--- src/rtl/codec_ctl_pkg.sv ---
// constants and carrier types for the codec status and transmitter control block
`default_nettype none
package codec_ctl_pkg;
    localparam logic [7:0] ADDR_DAC_CHANGE = 8'h0C;
    localparam logic [7:0] ADDR_EVENT_STATUS = 8'h0D;
    localparam logic [7:0] ADDR_EVENT_MASK = 8'h0E;
    localparam logic [7:0] ADDR_MODE_HIGH = 8'h0F;
    localparam logic [7:0] ADDR_MODE_LOW = 8'h10;
    localparam logic [7:0] ADDR_CBUF_XFER = 8'h11;
    localparam logic [7:0] ADDR_TX_OUT = 8'h12;
    localparam logic [7:0] DAC_WMASK = 8'hE0;
    localparam logic [7:0] EVENT_WMASK = 8'h1B;
    localparam logic [7:0] CBUF_WMASK = 8'h60;
    localparam logic [7:0] TX_WMASK = 8'hFF;
    localparam logic [7:0] DAC_RESET = 8'hC0;
    localparam logic [7:0] ZERO_RESET = 8'h00;
    localparam int DAC_RAMP_BIT = 7;
    localparam int DAC_WAIT_BIT = 6;
    localparam int DAC_FLIP_BIT = 5;
    localparam int EV_COPY_BIT = 4;
    localparam int EV_CLOCK_BIT = 3;
    localparam int EV_OVER_BIT = 1;
    localparam int EV_UNDER_BIT = 0;
    localparam int HOLD_BIT = 6;
    localparam int WIDTH_BIT = 5;
    localparam int TX_FMT_HI = 7;
    localparam int TX_FMT_LO = 6;
    localparam int TX_OFF_BIT = 5;
    localparam int TX_MUTE_BIT = 4;
    localparam int TX_VALID_BIT = 3;
    localparam int TX_MONO_BIT = 2;
    localparam int TX_CSSRC_BIT = 1;
    localparam int TX_MONOSEL_BIT = 0;
    localparam logic [1:0] MODE_IMMEDIATE = 2'h0;
    localparam logic [1:0] MODE_WAIT = 2'h1;
    localparam logic [1:0] MODE_RAMP = 2'h2;
    localparam logic [1:0] EVM_RISE = 2'h0;
    localparam logic [1:0] EVM_FALL = 2'h1;
    localparam logic [1:0] EVM_LEVEL = 2'h2;
    localparam int LEVEL_W = 10;
    localparam int SAMPLE_W = 24;
    localparam int SIGN_BIT = 23;
    localparam logic [9:0] ZC_TIMEOUT_TICKS = 10'h200;
    localparam logic [9:0] LEVEL_STEP = 10'h001;
    localparam logic [7:0] MUTE_CODE = 8'hFF;
    localparam logic [23:0] SAMPLE_MIN = 24'h800000;
    localparam logic [23:0] SAMPLE_MAX = 24'h7FFFFF;
    localparam logic [23:0] SAMPLE_ZERO = 24'h000000;

    typedef struct packed {
        logic [23:0] a;
        logic [23:0] b;
    } sample_pair_t;

    typedef struct packed {
        logic [7:0] addr;
        logic [7:0] wdata;
        logic wr;
        logic rd;
    } reg_req_t;
endpackage : codec_ctl_pkg
`default_nettype wire

--- src/rtl/codec_status_tx_ctl.sv ---
// control and status registers, dac level path and transmitter data control
`timescale 1ns/100ps
`default_nettype none
module codec_status_tx_ctl (
    input wire logic ref_clk,
    input wire logic rstn,
    input wire codec_ctl_pkg::reg_req_t reg_req,
    output logic [7:0] rdata,
    input wire logic left_right_clock,
    input wire logic dac_mute,
    input wire logic [7:0] vol_a,
    input wire logic [7:0] vol_b,
    input wire codec_ctl_pkg::sample_pair_t dac_in,
    input wire logic dac_in_valid,
    output codec_ctl_pkg::sample_pair_t dac_out,
    output logic dac_out_valid,
    output logic [9:0] atten_a,
    output logic [9:0] atten_b,
    input wire codec_ctl_pkg::sample_pair_t tx_in,
    input wire logic tx_in_valid,
    input wire logic cs_in_a,
    input wire logic cs_in_b,
    input wire logic tx_line_in,
    input wire logic copy_slot,
    input wire logic clock_fault_raw,
    input wire logic over_range_raw,
    input wire logic under_range_raw,
    output codec_ctl_pkg::sample_pair_t tx_sub,
    output logic tx_sub_valid,
    output logic tx_cs_a,
    output logic tx_cs_b,
    output logic tx_validity,
    output logic tx_pin,
    output logic [1:0] tx_format_sel,
    output logic cbuf_access_width,
    output logic copy_strobe
);
    typedef struct packed {
        logic [7:0] dac_ctl;
        logic [7:0] mask;
        logic [7:0] mode_hi;
        logic [7:0] mode_lo;
        logic [7:0] cbuf;
        logic [7:0] tx;
        logic [7:0] rdata;
        logic lr_s1;
        logic lr_s2;
        logic lr_prev;
        logic sign_a;
        logic sign_b;
        codec_ctl_pkg::sample_pair_t dac_out;
        logic dac_out_valid;
        codec_ctl_pkg::sample_pair_t tx_sub;
        logic tx_sub_valid;
        logic tx_cs_a;
        logic tx_cs_b;
        logic tx_pin;
        logic copy_strobe;
        logic copy_done;
    } top_state_t;
    top_state_t st_reg;
    top_state_t st_next;

    logic lr_tick;
    logic [1:0] zc;
    logic [1:0] change_mode;
    logic [7:0] tgt_a;
    logic [7:0] tgt_b;
    logic status_read;
    logic [7:0] cond_raw;
    logic [7:0] status_flags;
    logic [1:0] ch_sign;
    codec_ctl_pkg::sample_pair_t tx_pick;
    logic mono_cs;

    function automatic logic [23:0] flip_sample(input logic [23:0] x);
        logic [23:0] r;
        if (x == codec_ctl_pkg::SAMPLE_MIN) r = codec_ctl_pkg::SAMPLE_MAX;
        else r = ~x + 24'h000001;
        return r;
    endfunction : flip_sample

    assign lr_tick = st_reg.lr_s2 && !st_reg.lr_prev;
    assign change_mode = {st_reg.dac_ctl[codec_ctl_pkg::DAC_RAMP_BIT],
                          st_reg.dac_ctl[codec_ctl_pkg::DAC_WAIT_BIT]};
    assign tgt_a = dac_mute ? codec_ctl_pkg::MUTE_CODE : vol_a;
    assign tgt_b = dac_mute ? codec_ctl_pkg::MUTE_CODE : vol_b;
    assign ch_sign = {dac_in.a[codec_ctl_pkg::SIGN_BIT], dac_in.b[codec_ctl_pkg::SIGN_BIT]};
    assign zc[1] = dac_in_valid && (ch_sign[1] != st_reg.sign_a);
    assign zc[0] = dac_in_valid && (ch_sign[0] != st_reg.sign_b);
    assign status_read = reg_req.rd && reg_req.addr == codec_ctl_pkg::ADDR_EVENT_STATUS;

    always_comb begin
        cond_raw = 8'h00;
        cond_raw[codec_ctl_pkg::EV_COPY_BIT] = st_reg.copy_done;
        cond_raw[codec_ctl_pkg::EV_CLOCK_BIT] = clock_fault_raw;
        cond_raw[codec_ctl_pkg::EV_OVER_BIT] = over_range_raw;
        cond_raw[codec_ctl_pkg::EV_UNDER_BIT] = under_range_raw;
    end

    level_ramp u_ramp_a (
        .ref_clk(ref_clk),
        .rstn(rstn),
        .lr_tick(lr_tick),
        .zero_cross(zc[1]),
        .mode(change_mode),
        .target_code(tgt_a),
        .level(atten_a)
    );

    level_ramp u_ramp_b (
        .ref_clk(ref_clk),
        .rstn(rstn),
        .lr_tick(lr_tick),
        .zero_cross(zc[0]),
        .mode(change_mode),
        .target_code(tgt_b),
        .level(atten_b)
    );

    event_flags u_events (
        .ref_clk(ref_clk),
        .rstn(rstn),
        .cond_raw(cond_raw),
        .mask(st_reg.mask),
        .mode_hi(st_reg.mode_hi),
        .mode_lo(st_reg.mode_lo),
        .read_clear(status_read),
        .flags(status_flags)
    );

    always_comb begin
        mono_cs = st_reg.tx[codec_ctl_pkg::TX_MONOSEL_BIT] ? cs_in_b : cs_in_a;
        tx_pick = tx_in;
        if (st_reg.tx[codec_ctl_pkg::TX_MONO_BIT]) begin
            tx_pick.a = st_reg.tx[codec_ctl_pkg::TX_MONOSEL_BIT] ? tx_in.b : tx_in.a;
            tx_pick.b = tx_pick.a;
        end
        if (st_reg.tx[codec_ctl_pkg::TX_MUTE_BIT]) begin
            tx_pick.a = codec_ctl_pkg::SAMPLE_ZERO;
            tx_pick.b = codec_ctl_pkg::SAMPLE_ZERO;
        end
    end

    always_comb begin
        st_next = st_reg;
        st_next.lr_s1 = left_right_clock;
        st_next.lr_s2 = st_reg.lr_s1;
        st_next.lr_prev = st_reg.lr_s2;
        if (reg_req.wr) begin
            case (reg_req.addr)
                codec_ctl_pkg::ADDR_DAC_CHANGE:
                    st_next.dac_ctl = reg_req.wdata & codec_ctl_pkg::DAC_WMASK;
                codec_ctl_pkg::ADDR_EVENT_MASK:
                    st_next.mask = reg_req.wdata & codec_ctl_pkg::EVENT_WMASK;
                codec_ctl_pkg::ADDR_MODE_HIGH:
                    st_next.mode_hi = reg_req.wdata & codec_ctl_pkg::EVENT_WMASK;
                codec_ctl_pkg::ADDR_MODE_LOW:
                    st_next.mode_lo = reg_req.wdata & codec_ctl_pkg::EVENT_WMASK;
                codec_ctl_pkg::ADDR_CBUF_XFER:
                    st_next.cbuf = reg_req.wdata & codec_ctl_pkg::CBUF_WMASK;
                codec_ctl_pkg::ADDR_TX_OUT:
                    st_next.tx = reg_req.wdata & codec_ctl_pkg::TX_WMASK;
                default: begin
                end
            endcase
        end
        if (reg_req.rd) begin
            case (reg_req.addr)
                codec_ctl_pkg::ADDR_DAC_CHANGE: st_next.rdata = st_reg.dac_ctl;
                codec_ctl_pkg::ADDR_EVENT_STATUS: st_next.rdata = status_flags;
                codec_ctl_pkg::ADDR_EVENT_MASK: st_next.rdata = st_reg.mask;
                codec_ctl_pkg::ADDR_MODE_HIGH: st_next.rdata = st_reg.mode_hi;
                codec_ctl_pkg::ADDR_MODE_LOW: st_next.rdata = st_reg.mode_lo;
                codec_ctl_pkg::ADDR_CBUF_XFER: st_next.rdata = st_reg.cbuf;
                codec_ctl_pkg::ADDR_TX_OUT: st_next.rdata = st_reg.tx;
                default: st_next.rdata = codec_ctl_pkg::ZERO_RESET;
            endcase
        end
        st_next.dac_out_valid = dac_in_valid;
        if (dac_in_valid) begin
            st_next.sign_a = ch_sign[1];
            st_next.sign_b = ch_sign[0];
            if (st_reg.dac_ctl[codec_ctl_pkg::DAC_FLIP_BIT]) begin
                st_next.dac_out.a = flip_sample(dac_in.a);
                st_next.dac_out.b = flip_sample(dac_in.b);
            end else begin
                st_next.dac_out = dac_in;
            end
        end
        st_next.tx_sub_valid = tx_in_valid;
        if (tx_in_valid) st_next.tx_sub = tx_pick;
        if (st_reg.tx[codec_ctl_pkg::TX_CSSRC_BIT]) begin
            st_next.tx_cs_a = mono_cs;
            st_next.tx_cs_b = mono_cs;
        end else begin
            st_next.tx_cs_a = cs_in_a;
            st_next.tx_cs_b = cs_in_b;
        end
        st_next.tx_pin = st_reg.tx[codec_ctl_pkg::TX_OFF_BIT] ? 1'b0 : tx_line_in;
        st_next.copy_strobe = copy_slot && !st_reg.cbuf[codec_ctl_pkg::HOLD_BIT];
        st_next.copy_done = st_reg.copy_strobe;
    end

    always_ff @(posedge ref_clk or negedge rstn) begin
        if (!rstn) begin
            st_reg <= '0;
            st_reg.dac_ctl <= codec_ctl_pkg::DAC_RESET;
        end else begin
            st_reg <= st_next;
        end
    end

    assign rdata = st_reg.rdata;
    assign dac_out = st_reg.dac_out;
    assign dac_out_valid = st_reg.dac_out_valid;
    assign tx_sub = st_reg.tx_sub;
    assign tx_sub_valid = st_reg.tx_sub_valid;
    assign tx_cs_a = st_reg.tx_cs_a;
    assign tx_cs_b = st_reg.tx_cs_b;
    assign tx_validity = st_reg.tx[codec_ctl_pkg::TX_VALID_BIT];
    assign tx_pin = st_reg.tx_pin;
    assign tx_format_sel = {st_reg.tx[codec_ctl_pkg::TX_FMT_HI],
                            st_reg.tx[codec_ctl_pkg::TX_FMT_LO]};
    assign cbuf_access_width = st_reg.cbuf[codec_ctl_pkg::WIDTH_BIT];
    assign copy_strobe = st_reg.copy_strobe;
endmodule : codec_status_tx_ctl
`default_nettype wire

--- src/rtl/level_ramp.sv ---
// per-channel level change engine: immediate, crossing wait, ramp, ramp with wait
`timescale 1ns/100ps
`default_nettype none
module level_ramp (
    input wire logic ref_clk,
    input wire logic rstn,
    input wire logic lr_tick,
    input wire logic zero_cross,
    input wire logic [1:0] mode,
    input wire logic [7:0] target_code,
    output logic [9:0] level
);
    localparam logic [9:0] LEVEL_STEP_1 = codec_ctl_pkg::LEVEL_STEP;
    typedef struct packed {
        logic [9:0] level;
        logic [9:0] timer;
    } ramp_state_t;
    ramp_state_t st_reg;
    ramp_state_t st_next;
    logic [9:0] goal;
    logic pending;
    logic up;
    logic wait_done;
    logic [9:0] stepped;

    always_comb begin
        goal = {target_code, 2'h0};
        pending = st_reg.level != goal;
        up = goal > st_reg.level;
        wait_done = zero_cross || (st_reg.timer >= codec_ctl_pkg::ZC_TIMEOUT_TICKS);
        stepped = up ? st_reg.level + codec_ctl_pkg::LEVEL_STEP
                     : st_reg.level - codec_ctl_pkg::LEVEL_STEP;
        st_next = st_reg;
        if (!pending) begin
            st_next.timer = '0;
        end else if (lr_tick && st_reg.timer < codec_ctl_pkg::ZC_TIMEOUT_TICKS) begin
            st_next.timer = st_reg.timer + 10'h001;
        end
        case (mode)
            codec_ctl_pkg::MODE_IMMEDIATE: begin
                if (pending) st_next.level = goal;
            end
            codec_ctl_pkg::MODE_WAIT: begin
                if (pending && wait_done) begin
                    st_next.level = goal;
                    st_next.timer = '0;
                end
            end
            codec_ctl_pkg::MODE_RAMP: begin
                if (pending && lr_tick) st_next.level = stepped;
            end
            default: begin
                if (pending && wait_done) begin
                    st_next.level = stepped;
                    st_next.timer = '0;
                end
            end
        endcase
    end

    always_ff @(posedge ref_clk or negedge rstn) begin
        if (!rstn) st_reg <= '0;
        else st_reg <= st_next;
    end

    assign level = st_reg.level;
endmodule : level_ramp
`default_nettype wire

--- src/rtl/event_flags.sv ---
// sticky event flags with synchroniser, mask and edge or level mode per bit
`timescale 1ns/100ps
`default_nettype none
module event_flags (
    input wire logic ref_clk,
    input wire logic rstn,
    input wire logic [7:0] cond_raw,
    input wire logic [7:0] mask,
    input wire logic [7:0] mode_hi,
    input wire logic [7:0] mode_lo,
    input wire logic read_clear,
    output logic [7:0] flags
);
    typedef struct packed {
        logic [7:0] sync1;
        logic [7:0] sync2;
        logic [7:0] prev;
        logic [7:0] flags;
    } flag_state_t;
    flag_state_t st_reg;
    flag_state_t st_next;
    logic [7:0] set_evt;

    genvar i;
    generate
        for (i = 0; i < 8; i++) begin : g_bit
            logic [1:0] code;
            assign code = {mode_hi[i], mode_lo[i]};
            assign set_evt[i] = (code == codec_ctl_pkg::EVM_RISE) ?
                                    (st_reg.sync2[i] & ~st_reg.prev[i]) :
                                (code == codec_ctl_pkg::EVM_FALL) ?
                                    (~st_reg.sync2[i] & st_reg.prev[i]) :
                                (code == codec_ctl_pkg::EVM_LEVEL) ?
                                    st_reg.sync2[i] : 1'b0;
        end
    endgenerate

    always_comb begin
        st_next = st_reg;
        st_next.sync1 = cond_raw;
        st_next.sync2 = st_reg.sync1;
        st_next.prev = st_reg.sync2;
        st_next.flags = (st_reg.flags & ~{8{read_clear}})
                      | (set_evt & mask & codec_ctl_pkg::EVENT_WMASK);
    end

    always_ff @(posedge ref_clk or negedge rstn) begin
        if (!rstn) st_reg <= '0;
        else st_reg <= st_next;
    end

    assign flags = st_reg.flags & mask;
endmodule : event_flags
`default_nettype wire

--- config.mk ---
export PLATFORM = sky130hd
export DESIGN_NAME = codec_status_tx_ctl
export DESIGN_NICKNAME = d
export VERILOG_FILES = /design/src/rtl/codec_ctl_pkg.sv /design/src/rtl/codec_status_tx_ctl.sv /design/src/rtl/level_ramp.sv /design/src/rtl/event_flags.sv
export SDC_FILE = /design/constraint.sdc
export NUM_CORES = 1
export LEC_CHECK = 0
export ABC_AREA = 0
export BUFFER_PORTS_ARGS = -buffer_cell sky130_fd_sc_hd__buf_2
export CAP_MARGIN = 20
export CORE_ASPECT_RATIO = 0.5
export CORE_MARGIN = 2
export CORE_UTILIZATION = 55
export DETAILED_ROUTE_END_ITERATION = 16
export PLACE_DENSITY = 0.82
export SETUP_SLACK_MARGIN = 0.4
export SYNTH_ARGS = -nofsm -noshare
export SYNTH_HDL_FRONTEND = slang
export SYNTH_SLANG_ARGS = --single-unit
--- constraint.sdc ---
create_clock -name ref_clk -period 3.75 [get_ports ref_clk]
set_input_delay 0.75 -clock ref_clk [delete_from_list [all_inputs] [get_ports ref_clk]]
set_output_delay 0.75 -clock ref_clk [all_outputs]
set_load 0.01 [all_outputs]
==> flow_summary.ini <==
[clock_tree]
root_buffer = clkbuf_16
cts_buffers = 17
cts_buffer_depth = 2
cts_tree = yes
clkTransAtPathRegs_ns = 0.08
clkLatencyLatePin_ns = 0.44
cts_hold_buf = 0
cts_max_level = 4
cts.sinks = 197

[cells_and_area]
n_fill_cell = 1552
seq_area_sq_um = 4940
multiInputGateArea_sq_um = 5700
layout.cells.non_filler = 1722
layout.nets = 1616
area_delta_synth_final_pct = 20.0
layout-drive-gt1-share_pct = 35.1

[yosys]
synth_ff_type = dfrtp_1
yosys_warnings = 0
synth_area_per_cell_sq_um = 9.38
yosysUniqueCellTypes = 60
synth_edf_count = 0
seq_area_frac_synth_pct = 42.4
synthCells = 1241
synth_fp_nets = 1424
async_flop_share_pct = 100
synth-seq-cells = 197
syn-cell-area_sq_um = 11600

[sta]
max_freq_ghz = 0.277
fin_crit_ns = 3.61
whs_ns = 0.351
setup_ws_ns = 0.136
period_share_pct = 96.4
rsz0062_at_grt = true
worst_pin_slew_ns = 1.08
relSlewSlack_pct = 28.1
skew_ns = 0.0125
setup_violations = 0
hold_viol_final = 0
finalMaxSlewViolations = 0

[placed_design]
post-place-ws_ns = -0.361
hpwl_mm = 22.1
gp_congestion = 0.909
placedCellCount = 1673
io_buffers = 276

[grt]
grt_overflow = 0
grt_busiest_layer = met2
met3_usage_pct = 6.97
grt_pass1_vias = 10100
antenna_found_initial = 4
grt.met2_usage_pct = 47.7
grt_max_degree = 97
track_usage_pct = 28.0
grt_use_met1_pct = 34.3
grt_pass1_wl_mm = 49.9

[power]
leakage_nw = 6.28
power_density_nw_per_um2 = 523
ir_drop_mv = 0.274

[routing]
drc_errors = 0
ant_nets = 0
wl_per_cell_um = 18.3
vias_per_cell = 5.76
wl_mm = 31.4
vias = 9912
drtIter0Drc = 863
first_pass_iters = 5

[floorplan]
die_x_um = 210
start_util_pct = 56.4
die_area_sq_um = 22400
ios = 277
rows = 37
die_y_um = 107
coreArea_sq_um = 20600

[worst_setup_path]
crit_type = in -> reg
cp_max_fo = 8
arrival_ns = 3.91
cp.required_ns = 4.04
ff2ff_setup_slack_ns = 0.31
cp-start-kind = input pin
endpoint_kind = flop

[min_path]
holdCritPathClass = reg -> reg

[run_status]
status = completed

[flow_run]
cap_violations = 0
[cells in the mapped netlist (3+ instances only)]
master | instances | area share, %
xnor2_1 | 19 | 1.4
nand2b_1 | 12 | 0.64
mux2_2 | 35 | 3.4
nor2b_1 | 5 | 0.27
a211oi_1 | 9 | 0.58
o21ai_0 | 91 | 3.9
xor2_1 | 53 | 4.0
or4_1 | 6 | 0.39
or4_4 | 4 | 0.39
a21oi_1 | 93 | 4.0
o21ai_1 | 3 | 0.13
a32oi_1 | 4 | 0.30
a22oi_1 | 6 | 0.39
buf_1 | 10 | 0.32
nand3_1 | 17 | 0.73
o22ai_1 | 8 | 0.43
o22a_1 | 5 | 0.38
clkbuf_1 | 41 | 1.3
o21bai_1 | 3 | 0.19
o211ai_1 | 58 | 3.7
nand2_1 | 51 | 1.6
or2_2 | 12 | 0.64
o31ai_1 | 10 | 0.64
nand4_1 | 13 | 0.70
dfrtp_1 | 195 | 42
nor3_1 | 8 | 0.34
o221ai_1 | 8 | 0.60
nor4_1 | 5 | 0.27
or3_1 | 6 | 0.32
a22o_1 | 6 | 0.45
o41ai_1 | 10 | 0.75
buf_4 | 126 | 8.1
mux2i_1 | 33 | 2.8
inv_1 | 99 | 3.2
a31oi_1 | 6 | 0.32
nor2_1 | 99 | 3.2
ha_1 | 38 | 4.1
o21a_1 | 4 | 0.26
[repair_timing]
item                                    4_1_cts  5_1_grt
pin swaps                                    16       31
cloned                                        2        0
endpoints found under the setup margin       10       10
setup buffers                                 3        8
resized for setup                            41       30
[layer usage]
metal,share of wire (%),vias up
met5,0.041,-
met4,3.3,2
met3,6.5,80
met2,50,373
met1,40,4849
li1,-,4608
[cell type report]
class,count,area share (%)
multi-input cells,766,40.8
inverters,99,2.66
flip-flops and latches,197,35.4
clock inverters,11,0.815
clock buffers,21,3.30
diodes,3,0.0538
well taps,273,2.45
repair buffers,352,14.5
[worst max-delay path: stages]
cell and delay [ns]:
buf_16 0.13, buf_6 0.12, or2_4 0.26, ha_4 0.28
nand2_2 0.05, or4_4 0.53, o211ai_1 0.16, buf_4 0.25
ha_4 0.22, a21oi_4 0.12, o211ai_1 0.13, buf_4 0.17
o41ai_4 0.33, xnor2_1 0.12, a22oi_1 0.18, a21oi_1 0.10
[through the flow]
step	cell area [sq um]	setup TNS, ns	utilization (%)	power [mW]
floorplan	11800	-0.124	-	4.21
global placement	12900	-0.915	62.3	4.81
detailed placement	12900	-2.40	62.3	4.96
CTS	13700	0	66.6	6.99
global route	14000	0	67.6	7.69
finish	14000	0	67.6	7.31
[layout by cell type (no fill, tap or decap), types with 23 or more instances in the layout]
cell	instances
buf_2	274
dfrtp_1	191
inv_1	95
nor2_1	93
a21oi_1	86
o21ai_0	81
buf_4	71
o211ai_1	58
xor2_1	53
nand2_1	50
mux2_2	34
mux2i_1	33
ha_4	23
[cell families (layout without fill, tap and decap cells)]
family          Yosys count  count (layout)  synth area share (%)
compound gates          337             337                  18.1
simple gates            249             249                  10.3
fa+ha+maj                40              40                  4.43
mux                      68              68                  6.22
flops                   197             197                  42.4
xor+xnor                 72              72                  5.42
buf+inv                 278             483                  13.2
other cells               0               3                     0
[report_power, final]
part	total, mW	leakage, nW	internal, mW	switching (mW)
clock	1.82	0.277	0.969	0.856
sequential	2.67	2.38	2.40	0.271
combinational	2.82	3.62	1.35	1.47
total	7.31	6.28	4.71	2.60
[final timing paths]
kind,start,to,cells after the start
setup / recovery,dac_mute,u_ramp_a.level[7],16
hold / removal,st_next[106],st_next[105],0
setup reg to reg,u_ramp_a.level[6],u_ramp_a.level[7],14
hold reg to reg,st_next[106],st_next[105],0
max in group asynchronous,rstn,dac_out[30],2
min in group asynchronous,rstn,tx_sub[5],1
Note: power is estimated with default switching activity, not from simulation.
